===== config.mk =====
export PLATFORM = sky130hd
export DESIGN_NAME = pks_handler
export DESIGN_NICKNAME = d
export VERILOG_FILES = /design/src/pks_pkg.sv /design/src/pks_handler.sv
export VERILOG_INCLUDE_DIRS = /design/src /design/src/src
export SDC_FILE = /design/constraint.sdc
export NUM_CORES = 2
export LEC_CHECK = 0
export ABC_AREA = 0
export BUFFER_PORTS_ARGS = -buffer_cell sky130_fd_sc_hd__buf_2
export CORE_MARGIN = 4
export CORE_UTILIZATION = 30
export DETAILED_ROUTE_END_ITERATION = 16
export PLACE_DENSITY = 0.49
export SLEW_MARGIN = 15
export SYNTH_ARGS = -nofsm -noshare
export SYNTH_HDL_FRONTEND = slang
export SYNTH_SLANG_ARGS = --single-unit

===== constraint.sdc =====
create_clock -name clk -period 26.9 [get_ports clk]
set_input_delay 2.69 -clock clk [delete_from_list [all_inputs] [get_ports clk]]
set_output_delay 2.69 -clock clk [all_outputs]
set_load 0.1 [all_outputs]

===== src/pks_map.svh =====
`ifndef PKS_MAP_SVH
`define PKS_MAP_SVH
// Command and report codes
`define PKS_CMD_ACK 8'h01
`define PKS_CMD_STATUS_REQ 8'h08
`define PKS_CMD_KEY_SER 8'h30
`define PKS_CMD_SER_DATA 8'h31
`define PKS_CMD_WHITELIST 8'h32
`define PKS_CMD_CERT 8'h58
`define PKS_CMD_RESET 8'hFF
`define PKS_RPT_STATE 8'h20
`define PKS_RPT_BB_HOST 8'h29
// Command argument values and whitelist report count
`define PKS_KEY_STRIPE 8'h00
`define PKS_CERT_SEL 8'h02
`define PKS_CERT_SUB 8'h01
`define PKS_SOFT_RESET 8'h00
`define PKS_WL_COUNT 8'h24
// Acknowledge status codes
`define PKS_ACK_OK 8'h00
`define PKS_ACK_FAIL 8'h01
`define PKS_ACK_TIMEOUT 8'h02
`define PKS_ACK_BAD_CMD 8'h03
// Report lengths in bytes
`define PKS_LEN_ACK 6'h02
`define PKS_LEN_SER 6'h1C
`define PKS_LEN_WL 6'h26
`define PKS_LEN_STATE 6'h06
`define PKS_LEN_BB 6'h01
// Byte offsets inside the serial number and whitelist reports
`define PKS_KEY_SER_OFS 2
`define PKS_DSN_OFS 12
`define PKS_PAD_OFS 20
`define PKS_MAC_OFS 24
`define PKS_WL_OFS 2
// Timing
`define PKS_CLK_HZ 40000000
`define PKS_SER_LIFE_S 60
`define PKS_SEC_S 1
`define PKS_DISP_ZERO_SECS 9'h100
`endif


===== src/pks_pkg.sv =====
package pks_pkg;
  // Sequencer states
  typedef enum logic [2:0] {
    PKS_IDLE, PKS_RX, PKS_EXEC, PKS_WAIT_DEC, PKS_WAIT_CERT, PKS_SEND
  } pks_state_e;
  // Report kinds
  typedef enum logic [2:0] {
    PKS_R_NONE, PKS_R_ACK, PKS_R_SERIAL, PKS_R_WL, PKS_R_STATE, PKS_R_BB
  } pks_rpt_e;
endpackage


===== src/pks_handler.sv =====
`include "pks_map.svh"
// Notes on behaviour
// - Set-mode serial command snapshots selected key
// - No valid key gives all-zero data block
// - Serial report: code, key, serials, pad, MAC
// - Reported key serial expires after one minute
// - Big block: length, MAC container, data, MAC
// - Data and MAC use variants of key
// - Display seconds 1-255, zero means 256
// - Decrypted data displayed until time elapses
// - Failed command aborts, error in acknowledge
// - Good certificate request yields big-block report
// - Reset command with zero restarts the device
// - Only state reports are sent unprompted as events
// - State report on request and on change
// - State report bytes one to five fields
// - Acknowledge first, result report afterwards; get-mode serial command sends its report alone
module pks_handler #(
  parameter logic [25:0] CYCLES_PER_SEC = 26'(`PKS_CLK_HZ * `PKS_SEC_S),
  parameter logic [31:0] SER_LIFE_CYCLES = 32'(64'(`PKS_SER_LIFE_S) * 64'(`PKS_CLK_HZ))
) (
  input wire logic clk,
  input wire logic sys_rst,
  input wire logic cmd_valid,
  input wire logic [7:0] cmd_byte,
  input wire logic cmd_last,
  input wire logic cmd_get,
  output logic cmd_ready,
  output logic rpt_valid,
  output logic [7:0] rpt_byte,
  output logic rpt_last,
  input wire logic rpt_ready,
  input wire logic key_ok_in,
  input wire logic [79:0] key_serial_number_in,
  input wire logic [63:0] dev_serial_in,
  input wire logic [31:0] ser_mac_in,
  input wire logic [287:0] card_prefix_in,
  input wire logic [39:0] status_in,
  output logic decrypt_start,
  input wire logic decrypt_done,
  input wire logic decrypt_fail,
  output logic display_on,
  output logic cert_req,
  input wire logic cert_done,
  input wire logic cert_fail,
  output logic soft_reset_req
);
  // Refuse settings the timers cannot serve
  if (CYCLES_PER_SEC < 26'h2 || SER_LIFE_CYCLES == 32'h0) begin : g_chk
    $error("pks_handler: timing parameters out of range");
  end

  pks_pkg::pks_state_e state_reg, state_next; // Sequencer
  pks_pkg::pks_rpt_e kind_reg, kind_next; // Report on the wire
  pks_pkg::pks_rpt_e next_kind_reg, next_kind_next; // Queued result report
  logic [7:0] cmd_buf_reg [0:7]; // Command bytes
  logic [7:0] cmd_buf_next [0:7];
  logic [3:0] rx_cnt_reg, rx_cnt_next; // Bytes received
  logic get_reg, get_next; // Get-mode flag
  logic [5:0] idx_reg, idx_next; // Index of byte on the wire
  logic [7:0] status_reg, status_next; // Acknowledge status
  logic [79:0] key_ser_snap_reg, key_ser_snap_next; // Reported key serial
  logic [63:0] dsn_snap_reg, dsn_snap_next; // Device serial
  logic [31:0] mac_snap_reg, mac_snap_next; // Report MAC
  logic key_ok_reg, key_ok_next; // Key was valid at snapshot
  logic [287:0] wl_snap_reg, wl_snap_next; // Whitelist slots
  logic [39:0] st_snap_reg, st_snap_next; // State fields
  logic [39:0] last_status_reg, last_status_next; // For change detect
  logic pend_state_reg, pend_state_next; // State report owed
  logic [31:0] ser_left_reg, ser_left_next; // Validity countdown
  logic [25:0] disp_div_reg, disp_div_next; // Second prescaler
  logic [8:0] disp_secs_reg, disp_secs_next; // Seconds left on display
  logic display_on_reg, display_on_next;
  logic reset_pend_reg, reset_pend_next; // Restart after acknowledge
  logic decrypt_start_reg, decrypt_start_next;
  logic cert_req_reg, cert_req_next;
  logic soft_reset_reg, soft_reset_next;
  logic cmd_ready_reg, cmd_ready_next;
  logic rpt_valid_reg, rpt_valid_next;
  logic [7:0] rpt_byte_reg, rpt_byte_next;
  logic rpt_last_reg, rpt_last_next;

  // Report length per kind
  function automatic logic [5:0] rpt_len(pks_pkg::pks_rpt_e k);
    unique case (k)
      pks_pkg::PKS_R_ACK: return `PKS_LEN_ACK;
      pks_pkg::PKS_R_SERIAL: return `PKS_LEN_SER;
      pks_pkg::PKS_R_WL: return `PKS_LEN_WL;
      pks_pkg::PKS_R_STATE: return `PKS_LEN_STATE;
      pks_pkg::PKS_R_BB: return `PKS_LEN_BB;
      pks_pkg::PKS_R_NONE: return 6'h01;
    endcase
  endfunction

  // Byte k of an n-byte field, first byte most significant
  function automatic logic [7:0] field_byte(logic [287:0] v, int n, int k);
    return v[(n - 1 - k) * 8 +: 8];
  endfunction

  // Byte i of a report; byte zero is always the code
  function automatic logic [7:0] byte_at(pks_pkg::pks_rpt_e k, logic [5:0] i);
    int n;
    n = int'(i);
    unique case (k)
      pks_pkg::PKS_R_ACK: return (n == 0) ? `PKS_CMD_ACK : status_reg;
      pks_pkg::PKS_R_SERIAL: begin
        if (n == 0) return `PKS_CMD_KEY_SER;
        if (n == 1) return cmd_buf_reg[1];
        if (!key_ok_reg) return 8'h00;
        if (n < `PKS_DSN_OFS)
          return field_byte(288'(key_ser_snap_reg), 10, n - `PKS_KEY_SER_OFS);
        if (n < `PKS_PAD_OFS) return field_byte(288'(dsn_snap_reg), 8, n - `PKS_DSN_OFS);
        if (n < `PKS_MAC_OFS) return 8'h00;
        return field_byte(288'(mac_snap_reg), 4, n - `PKS_MAC_OFS);
      end
      pks_pkg::PKS_R_WL: begin
        if (n == 0) return `PKS_CMD_WHITELIST;
        if (n == 1) return `PKS_WL_COUNT;
        return field_byte(wl_snap_reg, 36, n - `PKS_WL_OFS);
      end
      pks_pkg::PKS_R_STATE: begin
        if (n == 0) return `PKS_RPT_STATE;
        return field_byte(288'(st_snap_reg), 5, n - 1);
      end
      pks_pkg::PKS_R_BB: return `PKS_RPT_BB_HOST;
      pks_pkg::PKS_R_NONE: return 8'h00;
    endcase
  endfunction

  // Next-state logic for the whole handler
  always_comb begin
    state_next = state_reg;
    kind_next = kind_reg;
    next_kind_next = next_kind_reg;
    cmd_buf_next = cmd_buf_reg;
    rx_cnt_next = rx_cnt_reg;
    get_next = get_reg;
    idx_next = idx_reg;
    status_next = status_reg;
    key_ser_snap_next = key_ser_snap_reg;
    dsn_snap_next = dsn_snap_reg;
    mac_snap_next = mac_snap_reg;
    key_ok_next = key_ok_reg;
    wl_snap_next = wl_snap_reg;
    st_snap_next = st_snap_reg;
    last_status_next = status_in;
    pend_state_next = pend_state_reg;
    ser_left_next = (ser_left_reg != 32'h0) ? ser_left_reg - 32'h1 : 32'h0;
    disp_div_next = disp_div_reg;
    disp_secs_next = disp_secs_reg;
    display_on_next = display_on_reg;
    reset_pend_next = reset_pend_reg;
    decrypt_start_next = 1'b0;
    cert_req_next = 1'b0;
    soft_reset_next = 1'b0;
    rpt_valid_next = rpt_valid_reg;
    rpt_byte_next = rpt_byte_reg;
    // Display timer ticks once a second while lit
    if (display_on_reg) begin
      if (disp_div_reg == CYCLES_PER_SEC - 26'h1) begin
        disp_div_next = 26'h0;
        if (disp_secs_reg == 9'h1) display_on_next = 1'b0;
        disp_secs_next = disp_secs_reg - 9'h1;
      end else begin
        disp_div_next = disp_div_reg + 26'h1;
      end
    end
    unique case (state_reg)
      pks_pkg::PKS_IDLE: begin
        // Host command wins over an owed event report; none taken before ready
        if (cmd_valid && cmd_ready_reg) begin
          cmd_buf_next[0] = cmd_byte;
          get_next = cmd_get;
          rx_cnt_next = 4'h1;
          state_next = cmd_last ? pks_pkg::PKS_EXEC : pks_pkg::PKS_RX;
        end else if (pend_state_reg) begin
          kind_next = pks_pkg::PKS_R_STATE;
          next_kind_next = pks_pkg::PKS_R_NONE;
          st_snap_next = status_in;
          pend_state_next = 1'b0;
          idx_next = 6'h0;
          rpt_valid_next = 1'b1;
          rpt_byte_next = `PKS_RPT_STATE;
          state_next = pks_pkg::PKS_SEND;
        end
      end
      pks_pkg::PKS_RX: begin
        // Keep the first eight bytes, count stops at eight
        if (cmd_valid) begin
          if (rx_cnt_reg < 4'h8) cmd_buf_next[rx_cnt_reg[2:0]] = cmd_byte;
          if (rx_cnt_reg < 4'h8) rx_cnt_next = rx_cnt_reg + 4'h1;
          if (cmd_last) state_next = pks_pkg::PKS_EXEC;
        end
      end
      pks_pkg::PKS_EXEC: begin
        // Default answer: acknowledge with bad command
        status_next = `PKS_ACK_BAD_CMD;
        kind_next = pks_pkg::PKS_R_ACK;
        next_kind_next = pks_pkg::PKS_R_NONE;
        state_next = pks_pkg::PKS_SEND;
        unique case (cmd_buf_reg[0])
          `PKS_CMD_KEY_SER: begin
            if (get_reg) begin
              kind_next = pks_pkg::PKS_R_SERIAL;
            end else if (cmd_buf_reg[1] == `PKS_KEY_STRIPE) begin
              key_ser_snap_next = key_serial_number_in;
              dsn_snap_next = dev_serial_in;
              mac_snap_next = ser_mac_in;
              key_ok_next = key_ok_in;
              ser_left_next = key_ok_in ? SER_LIFE_CYCLES : 32'h0;
              status_next = `PKS_ACK_OK;
            end else begin
              status_next = `PKS_ACK_FAIL;
            end
          end
          `PKS_CMD_SER_DATA: begin
            if (ser_left_reg == 32'h0) begin
              status_next = `PKS_ACK_TIMEOUT;
            end else begin
              // Engine decrypts the stored big block under the key variants
              decrypt_start_next = 1'b1;
              state_next = pks_pkg::PKS_WAIT_DEC;
            end
          end
          `PKS_CMD_WHITELIST: begin
            wl_snap_next = card_prefix_in;
            status_next = `PKS_ACK_OK;
            next_kind_next = pks_pkg::PKS_R_WL;
          end
          `PKS_CMD_STATUS_REQ: begin
            status_next = `PKS_ACK_OK;
            next_kind_next = pks_pkg::PKS_R_STATE;
          end
          `PKS_CMD_CERT: begin
            if (rx_cnt_reg >= 4'h7 && cmd_buf_reg[1] == `PKS_CERT_SEL
                && cmd_buf_reg[2] == `PKS_CERT_SUB && cmd_buf_reg[3] == 8'h00
                && cmd_buf_reg[4] == 8'h00 && cmd_buf_reg[5] == 8'h00
                && cmd_buf_reg[6] == 8'h00) begin
              cert_req_next = 1'b1;
              state_next = pks_pkg::PKS_WAIT_CERT;
            end else begin
              status_next = `PKS_ACK_FAIL;
            end
          end
          `PKS_CMD_RESET: begin
            status_next = (cmd_buf_reg[1] == `PKS_SOFT_RESET) ? `PKS_ACK_OK : `PKS_ACK_FAIL;
            reset_pend_next = (cmd_buf_reg[1] == `PKS_SOFT_RESET);
          end
          default: ;
        endcase
        if (state_next == pks_pkg::PKS_SEND) begin
          idx_next = 6'h0;
          rpt_valid_next = 1'b1;
          rpt_byte_next = byte_at(kind_next, 6'h0);
        end
      end
      pks_pkg::PKS_WAIT_DEC: begin
        // Acknowledge only once the outcome is known
        if (decrypt_done) begin
          status_next = decrypt_fail ? `PKS_ACK_FAIL : `PKS_ACK_OK;
          if (!decrypt_fail) begin
            display_on_next = 1'b1;
            disp_div_next = 26'h0;
            disp_secs_next = (cmd_buf_reg[1] == 8'h00) ? `PKS_DISP_ZERO_SECS
                                                       : {1'b0, cmd_buf_reg[1]};
          end
          kind_next = pks_pkg::PKS_R_ACK;
          idx_next = 6'h0;
          rpt_valid_next = 1'b1;
          rpt_byte_next = `PKS_CMD_ACK;
          state_next = pks_pkg::PKS_SEND;
        end
      end
      pks_pkg::PKS_WAIT_CERT: begin
        if (cert_done) begin
          status_next = cert_fail ? `PKS_ACK_FAIL : `PKS_ACK_OK;
          next_kind_next = cert_fail ? pks_pkg::PKS_R_NONE : pks_pkg::PKS_R_BB;
          kind_next = pks_pkg::PKS_R_ACK;
          idx_next = 6'h0;
          rpt_valid_next = 1'b1;
          rpt_byte_next = `PKS_CMD_ACK;
          state_next = pks_pkg::PKS_SEND;
        end
      end
      pks_pkg::PKS_SEND: begin
        // Advance one byte per accepted transfer
        if (rpt_ready) begin
          if (idx_reg + 6'h1 < rpt_len(kind_reg)) begin
            idx_next = idx_reg + 6'h1;
            rpt_byte_next = byte_at(kind_reg, idx_next);
          end else if (next_kind_reg != pks_pkg::PKS_R_NONE) begin
            kind_next = next_kind_reg;
            next_kind_next = pks_pkg::PKS_R_NONE;
            if (next_kind_reg == pks_pkg::PKS_R_STATE) st_snap_next = status_in;
            if (next_kind_reg == pks_pkg::PKS_R_STATE) pend_state_next = 1'b0;
            idx_next = 6'h0;
            rpt_byte_next = byte_at(next_kind_reg, 6'h0);
          end else begin
            rpt_valid_next = 1'b0;
            state_next = pks_pkg::PKS_IDLE;
            if (reset_pend_reg) begin
              soft_reset_next = 1'b1;
              reset_pend_next = 1'b0;
              ser_left_next = 32'h0;
              display_on_next = 1'b0;
              key_ok_next = 1'b0;
            end
          end
        end
      end
    endcase
    // A change seen in the same cycle as a clear still counts
    if (status_in != last_status_reg) pend_state_next = 1'b1;
    rpt_last_next = rpt_valid_next && (idx_next == rpt_len(kind_next) - 6'h1);
    cmd_ready_next = (state_next == pks_pkg::PKS_IDLE) || (state_next == pks_pkg::PKS_RX);
  end

  // State registers
  always_ff @(posedge clk or posedge sys_rst) begin
    if (sys_rst) begin
      state_reg <= pks_pkg::PKS_IDLE;
      kind_reg <= pks_pkg::PKS_R_NONE;
      next_kind_reg <= pks_pkg::PKS_R_NONE;
      for (int i = 0; i < 8; i++) cmd_buf_reg[i] <= 8'h00;
      rx_cnt_reg <= 4'h0;
      get_reg <= 1'b0;
      idx_reg <= 6'h0;
      status_reg <= `PKS_ACK_OK;
      key_ser_snap_reg <= 80'h0;
      dsn_snap_reg <= 64'h0;
      mac_snap_reg <= 32'h0;
      key_ok_reg <= 1'b0;
      wl_snap_reg <= 288'h0;
      st_snap_reg <= 40'h0;
      last_status_reg <= 40'h0;
      pend_state_reg <= 1'b0;
      ser_left_reg <= 32'h0;
      disp_div_reg <= 26'h0;
      disp_secs_reg <= 9'h0;
      display_on_reg <= 1'b0;
      reset_pend_reg <= 1'b0;
      decrypt_start_reg <= 1'b0;
      cert_req_reg <= 1'b0;
      soft_reset_reg <= 1'b0;
      cmd_ready_reg <= 1'b0;
      rpt_valid_reg <= 1'b0;
      rpt_byte_reg <= 8'h00;
      rpt_last_reg <= 1'b0;
    end else begin
      state_reg <= state_next;
      kind_reg <= kind_next;
      next_kind_reg <= next_kind_next;
      cmd_buf_reg <= cmd_buf_next;
      rx_cnt_reg <= rx_cnt_next;
      get_reg <= get_next;
      idx_reg <= idx_next;
      status_reg <= status_next;
      key_ser_snap_reg <= key_ser_snap_next;
      dsn_snap_reg <= dsn_snap_next;
      mac_snap_reg <= mac_snap_next;
      key_ok_reg <= key_ok_next;
      wl_snap_reg <= wl_snap_next;
      st_snap_reg <= st_snap_next;
      last_status_reg <= last_status_next;
      pend_state_reg <= pend_state_next;
      ser_left_reg <= ser_left_next;
      disp_div_reg <= disp_div_next;
      disp_secs_reg <= disp_secs_next;
      display_on_reg <= display_on_next;
      reset_pend_reg <= reset_pend_next;
      decrypt_start_reg <= decrypt_start_next;
      cert_req_reg <= cert_req_next;
      soft_reset_reg <= soft_reset_next;
      cmd_ready_reg <= cmd_ready_next;
      rpt_valid_reg <= rpt_valid_next;
      rpt_byte_reg <= rpt_byte_next;
      rpt_last_reg <= rpt_last_next;
    end
  end

  // Outputs straight from flops
  assign cmd_ready = cmd_ready_reg;
  assign rpt_valid = rpt_valid_reg;
  assign rpt_byte = rpt_byte_reg;
  assign rpt_last = rpt_last_reg;
  assign decrypt_start = decrypt_start_reg;
  assign display_on = display_on_reg;
  assign cert_req = cert_req_reg;
  assign soft_reset_req = soft_reset_reg;

  logic exec_ser_set;
  assign exec_ser_set = state_reg == pks_pkg::PKS_EXEC && cmd_buf_reg[0] == `PKS_CMD_KEY_SER
                        && !get_reg && cmd_buf_reg[1] == `PKS_KEY_STRIPE;
endmodule


======== After elaboration in Yosys (flattened, before gate mapping) ========
Cells that the tools add are included.
word-level totals
  register bits ........................... 721
  bits of input ports ..................... 523
  word-level logic and storage cells ...... 464
  output and inout bits ................... 15
cells by class
  bitwise operators ....................... 2
  $lt $le $gt $ge ......................... 8
  muxes and demuxes ....................... 288
  reduce and logical (&&, ||, !) cells .... 47
  shift operators ......................... 5
  $add $sub $neg .......................... 15
  equality and inequality tests ........... 64
operators with widths
  kind                                                                   number
  288-bit by 11-bit variable part select with 8-bit output               4
  8-bit 2-to-1 mux                                                       46
  32-bit 2-to-1 mux                                                      9
  288-bit by 32-bit variable part select with 8-bit output               1
  40-bit 2-to-1 mux                                                      6
  8-bit one-hot mux with 6 select lines                                  3
  1-bit 2-to-1 mux                                                       142
  26-bit 2-to-1 mux                                                      5
  64-bit 2-to-1 mux                                                      2
  6-bit one-hot mux with 5 select lines                                  3
  40-bit one-hot mux with 2 select lines                                 1
  3-bit 2-to-1 mux                                                       26
  6-bit 2-to-1 mux                                                       13
  64-bit bitwise mux                                                     1
  32-bit one-hot mux with 2 select lines                                 1
  9-bit 2-to-1 mux                                                       6
  8-bit logical NOT                                                      5
  40-bit inequality test                                                 1
  8-bit one-hot mux with 5 select lines                                  1
  3-bit equality test (second input constant)                            11
  32-bit logical NOT                                                     1
  2-bit inequality test (second input constant)                          16
  32-bit nonzero test                                                    1
  32-bit by 1-bit subtractor with 32-bit output (second input constant)  1
  65 further kinds                                                       123

======== Logic depth before layout (Yosys ltp) ========
  word-level depth ........................ 54
  mapped depth ............................ 23
  mapped depth without buffers ............ 17

======== Worst setup path before layout ========
No wires, ideal clock.
  path type ............................... register to register
  from .................................... register idx_reg[0]
  to ...................................... register rpt_byte_reg[2] (netlist: rpt_byte[2])
  setup time .............................. 0.087 ns
  setup slack ............................. 20.966 ns
  required time ........................... 26.813 ns
  data arrival time ....................... 5.847 ns
  period minus slack after synthesis ...... 5.934 ns
  buffers on the path ..................... 8
  cell stages (with the launch flop) ...... 20
  cell sequence ........................... dfrtp_1 -> clkbuf_1 -> buf_2 -> buf_1 -> clkbuf_1 -> inv_1 -> ha_1 -> clkbuf_1 -> clkbuf_1 -> inv_1 -> ha_1 -> clkbuf_1 -> clkbuf_1 -> nand2_1 -> a211oi_1 -> nand3_1 -> o21ai_0 -> a21oi_1 -> or3_1 -> o211ai_1
between the ends
  longest elaborated chain between the ends .. 22
  elaborated cells on any way between the ends .. 99
  classes of those cells .................. 10 x add/sub; 4 x order compare; 2 x eq/ne; 5 x shift; 76 x mux; 2 x reduce/logical
ends and longest elaborated chain
  what                                                                                                  RTL line                                source
  from (decl)                                                                                           pks_handler.sv:60                       logic [5:0] idx_reg, idx_next;
  from (signal assigned)                                                                                pks_handler.sv:356                      idx_reg <= idx_next;
  6-bit by 1-bit adder with 6-bit output (*)                                                            pks_handler.sv:288, pks_handler.sv:289
  parallel branches: the longest is 21 deep, another holds 5-bit by 7-bit subtractor with 8-bit output  -
  to (signal assigned)                                                                                  pks_handler.sv:376                      rpt_byte_reg <= rpt_byte_next;
  to (decl)                                                                                             pks_handler.sv:80                       logic [7:0] rpt_byte_reg, rpt_byte_next;
Every way passes the cells marked *. The select of a mux whose other input is x is not followed.
A chain may end at the register's enable or synchronous reset.

======== Worst setup path in the final report ========
  from .................................... register idx_reg[0]
  to ...................................... register rpt_byte_reg[3] (netlist: rpt_byte[3])
Same word-level chain as after synthesis.

==> impl_summary.txt <==
----------------------------------------------------
[Run status]
  Outcome ... finished, final reports clean

[Hold path]
  Kind of path behind the tightest hold check ... flop to flop

[CTS]
  Cts bufs inserted ... 82
  Setup Buffers After CTS ... 0
  Clock latency of the later-clocked register in the worst-skew pair ... ~0.65 ns
  Cells resized by post-CTS repair ... 0
  Number of hold-repair buffers added at the cts stage ... 0
  Htree depth ... 3
  TritonCTS clock tree ... yes
  Clock Sinks ... 707
  Buffers from clock root to sink, at most ... 3
  Root Driver ... sky130_fd_sc_hd__clkbuf_16
  CTS clock-pin slew for the worst setup and hold paths ... around 0.060 ns

[Yosys]
  Combinational family with the most area after synthesis ... multiplexers
  Flop and latch count out of synthesis ... just over 700
  Post-synthesis adder-cell area fraction ... 0.0104
  Share of cell area taken by muxes after synthesis ... 0.195
  Synth area leader ... sky130_fd_sc_hd__dfrtp_1
  Main flop type after synthesis ... sky130_fd_sc_hd__dfrtp_1
  Number of enable-type register cells in the synthesized netlist ... 0
  Post-synthesis net count ... ~3600
  Yosys top cell area share ... 0.529
  Fraction of the yosys area taken by sequential cells ... 0.529
  Leading cell type by number of instances after synthesis ... sky130_fd_sc_hd__nand2_1
  Share of the synthesized netlist area taken by xor and xnor gates ... 0.0314
  Distinct cells, synth ... 71
  Synthesized instance count ... a little over 3000
  Area fraction in and, or, nand and nor cells after synthesis ... 0.166
  Netlist Area Pre-Place ... about 33000 um^2
  Yosys warning total ... 0
  Async set-reset flop share out of synthesis ... 1.00
  Top cells by count, synth ... sky130_fd_sc_hd__nand2_1, sky130_fd_sc_hd__dfrtp_1, sky130_fd_sc_hd__mux2_2
  Area fraction in compound gates after synthesis ... 0.0443
  Synth area leaders ... sky130_fd_sc_hd__dfrtp_1, sky130_fd_sc_hd__nand2_1, sky130_fd_sc_hd__mux2_2
  Post-Synthesis Mean Instance Area ... 10.9 um^2

[Routing]
  DRT antenna net count ... 0
  DRC violation count after routing ... 0
  Via count ... between 20000 and 25000
  Drt via density ... about 4.9
  Number of iterations in the first detailed-routing pass ... 5
  Average detailed-routed wire length per instance ... approximately 22 um
  Total length of routed wires ... roughly 110 mm
  Drt initial violations ... around 1600

[Global route]
  Met2 usage in global routing ... 0.312
  Initial antenna violation count ... 10
  Via count of the first global-routing pass ... approximately 26000
  GR met3 Demand/Resource ... 0.0307
  Layer with the highest usage after global routing ... met2
  Aggregate global-route resource usage ... 0.185
  Met1 Resource Use GR ... 0.250
  Global-route wire length before repair ... around 160 mm
  Remaining global-route overflow ... 0
  Pin count of the biggest net entering global routing ... 205

[Timing]
  RSZ-0062 raised after global routing ... no
  Final hold violation count ... 0
  Clock tree skew after final layout ... 0.0251 ns
  Total negative setup slack ... 0 ns
  Period utilisation layout ... 0.228
  Relative max-transition margin ... 0.288
  Setup Viol. Count Final ... 0
  Worst setup margin ... 20.77 ns
  Slew of the pin with the lowest slew margin ... roughly 1.1 ns
  Shortest period the worst path allows ... between 6 and 7 ns
  FMAX ... between 0.15 and 0.2 GHz
  Worst slack on hold paths ... ~0.46 ns
  Number of pins exceeding their max-slew limit in the final report ... 0

[Layout]
  Max reg flops ... 288
  Share of final-layout standard cells stronger than drive strength 1 ... 0.316
  Post-Layout Inst Area ... roughly 40000 um^2
  Number of standard cells in the layout, taps in and fillers out ... between 5000 and 6000
  Area delta synth->final ... 21.0%
  Count of nets after finishing ... a little over 4000
  Number of fill cells in the layout ... roughly 11000

[Floorplanning]
  Top-level I/O count ... 538
  Initial cell density of the core ... 0.302
  Number of placement rows ... ~120
  Core area ... 111000 um^2
  Die Span Y ... about 340 um
  Area of the die ... ~120000 um^2
  DIE WIDTH ... 342 um

[Placed design]
  Count of input and output buffers ... between 500 and 600
  Detailed Place HPWL ... slightly above 80 mm
  Number of instances in the placed design ... approximately 5000
  Post-placement worst setup slack ... 20.67 ns
  GP Congestion ... approximately 0.83
  Placed Instance Area ... about 38000 um^2

[Critical path]
  CP Max Fanout ... 46
  Required arrival time at the worst endpoint ... between 20 and 30 ns
  CP max stage cell ... sky130_fd_sc_hd__ha_1
  Startpoint Class ... flop
  Top delay family on crit path ... adder cells
  Cell breakdown of the critical path ... buf_4 -> inv_1 -> ha_4 -> inv_1 -> ha_1 -> xnor2_1 -> ha_1 -> nand2_1 -> a211oi_1 -> a31oi_1 -> o21ai_0 -> a41oi_1 -> o31ai_1
  Worst path max stage delay ... 0.89 ns
  Buffering stage count on the worst path with inverters included ... 3
  Kind of critical path ... flop to flop
  Critical Path AT ... about 6.7 ns
  Endpoint kind of the worst setup timing path ... flop

[Power and ir drop]
  Cell area power density ... 81.8 nW/um^2
  Peak VDD IR ... between 40 and 50 uV
  Leakage component of the power ... 18.2 nW

[Flow run]
  Maximum capacitance violations ... 0

----------------------------------------------------
==> routing by layer <==
metal  wire length [um]  part of all wire
met5                 48           0.00044
met4               2060             0.019
met3               5250             0.048
met2              53400              0.49
met1              48900              0.45
==> path summary, 6_finish.rpt <==
check / start / endpoint / slack, ns / cells past startpoint
setup / recovery: idx_reg[0]$_DFF_PP0_ / rpt_byte[3]$_DFFE_PP0P_ / 20.77 / 13
hold / removal: wl_snap_reg[145]$_DFFE_PP0P_ / wl_snap_reg[145]$_DFFE_PP0P_ / 0.46 / 2
setup reg to reg: idx_reg[0]$_DFF_PP0_ / rpt_byte[3]$_DFFE_PP0P_ / 20.77 / 13
hold reg to reg: wl_snap_reg[145]$_DFFE_PP0P_ / wl_snap_reg[145]$_DFFE_PP0P_ / 0.46 / 2
max in group asynchronous: sys_rst / dsn_snap_reg[20]$_DFFE_PP0P_ / 21.68 / 5
min in group asynchronous: sys_rst / key_ser_snap_reg[2]$_DFFE_PP0P_ / 2.10 / 2
==> worst reg2reg max path, delay by kind of cell, from the launching register on <==
kind / cells / cell delay (ns)
adder cells (fa/ha/maj): 3 / 2.17
AO/OA/AOI/OAI: 5 / 1.59
buffers and inverters: 3 / 1.29
flip-flops: 1 / 0.64
XOR/XNOR: 1 / 0.22
AND/OR/NAND/NOR: 1 / 0.13
==> through the flow <==
stage	utilization	total power, mW
2_1_floorplan	-	1.90
3_3_place_gp	0.341	2.18
3_5_place_dp	0.341	2.18
4_1_cts	0.366	3.35
5_1_grt	0.366	3.49
6_report	0.366	3.31
==> cell type report <==
cell class / instances / area (um^2) / share of cell area
antenna: 3 / 7.51 / 0.000185
clock buffer: 125 / 2430 / 0.0601
clock inverter: 23 / 339 / 0.00838
inverter: 37 / 146 / 0.00362
multi-input combinational: 2150 / 15000 / 0.372
sequential: 707 / 17700 / 0.437
tap: 1488 / 1860 / 0.0460
timing repair buffer: 565 / 2950 / 0.0728
==> cells by family (layout without fill, tap and decap cells) <==
logic type | count (synthesis) | count (layout)
mux | 450 | 450
flops | 707 | 707
other cells | 0 | 3
fa+ha+maj | 28 | 28
xor+xnor | 120 | 120
buf+inv | 206 | 750
compound gates | 230 | 230
simple gates | 1322 | 1322
==> where the power goes <==
group	switching (mW)	total (mW)	internal, mW
Sequential	0.109	1.28	1.17
Clock	0.462	1.15	0.692
Combinational	0.521	0.879	0.358
==> layout by cell type, fill, tap and decap left out, drive strengths merged, types with 8 or more instances in the layout <==
cell type  Yosys  routed
clkbuf       151     125
inv           36      42
or4           13      13
or3           14      14
ha            27      27
buf           18     565
nor3          35      35
nand2        962     962
clkinv         1       8
nand2b         8       8
mux4         133     133
mux2         294     294
o21ai         61      61
mux2i         23      23
o22ai          9       9
nand4         28      28
and3          16      16
xor2          54      54
nor2         118     118
xnor2         66      66
a31oi         15      15
a21oi         54      54
a22oi         12      12
dfrtp        707     707
o211ai        11      11
nor4          32      32
nand3         53      53
(Power assumes the default switching activity.)
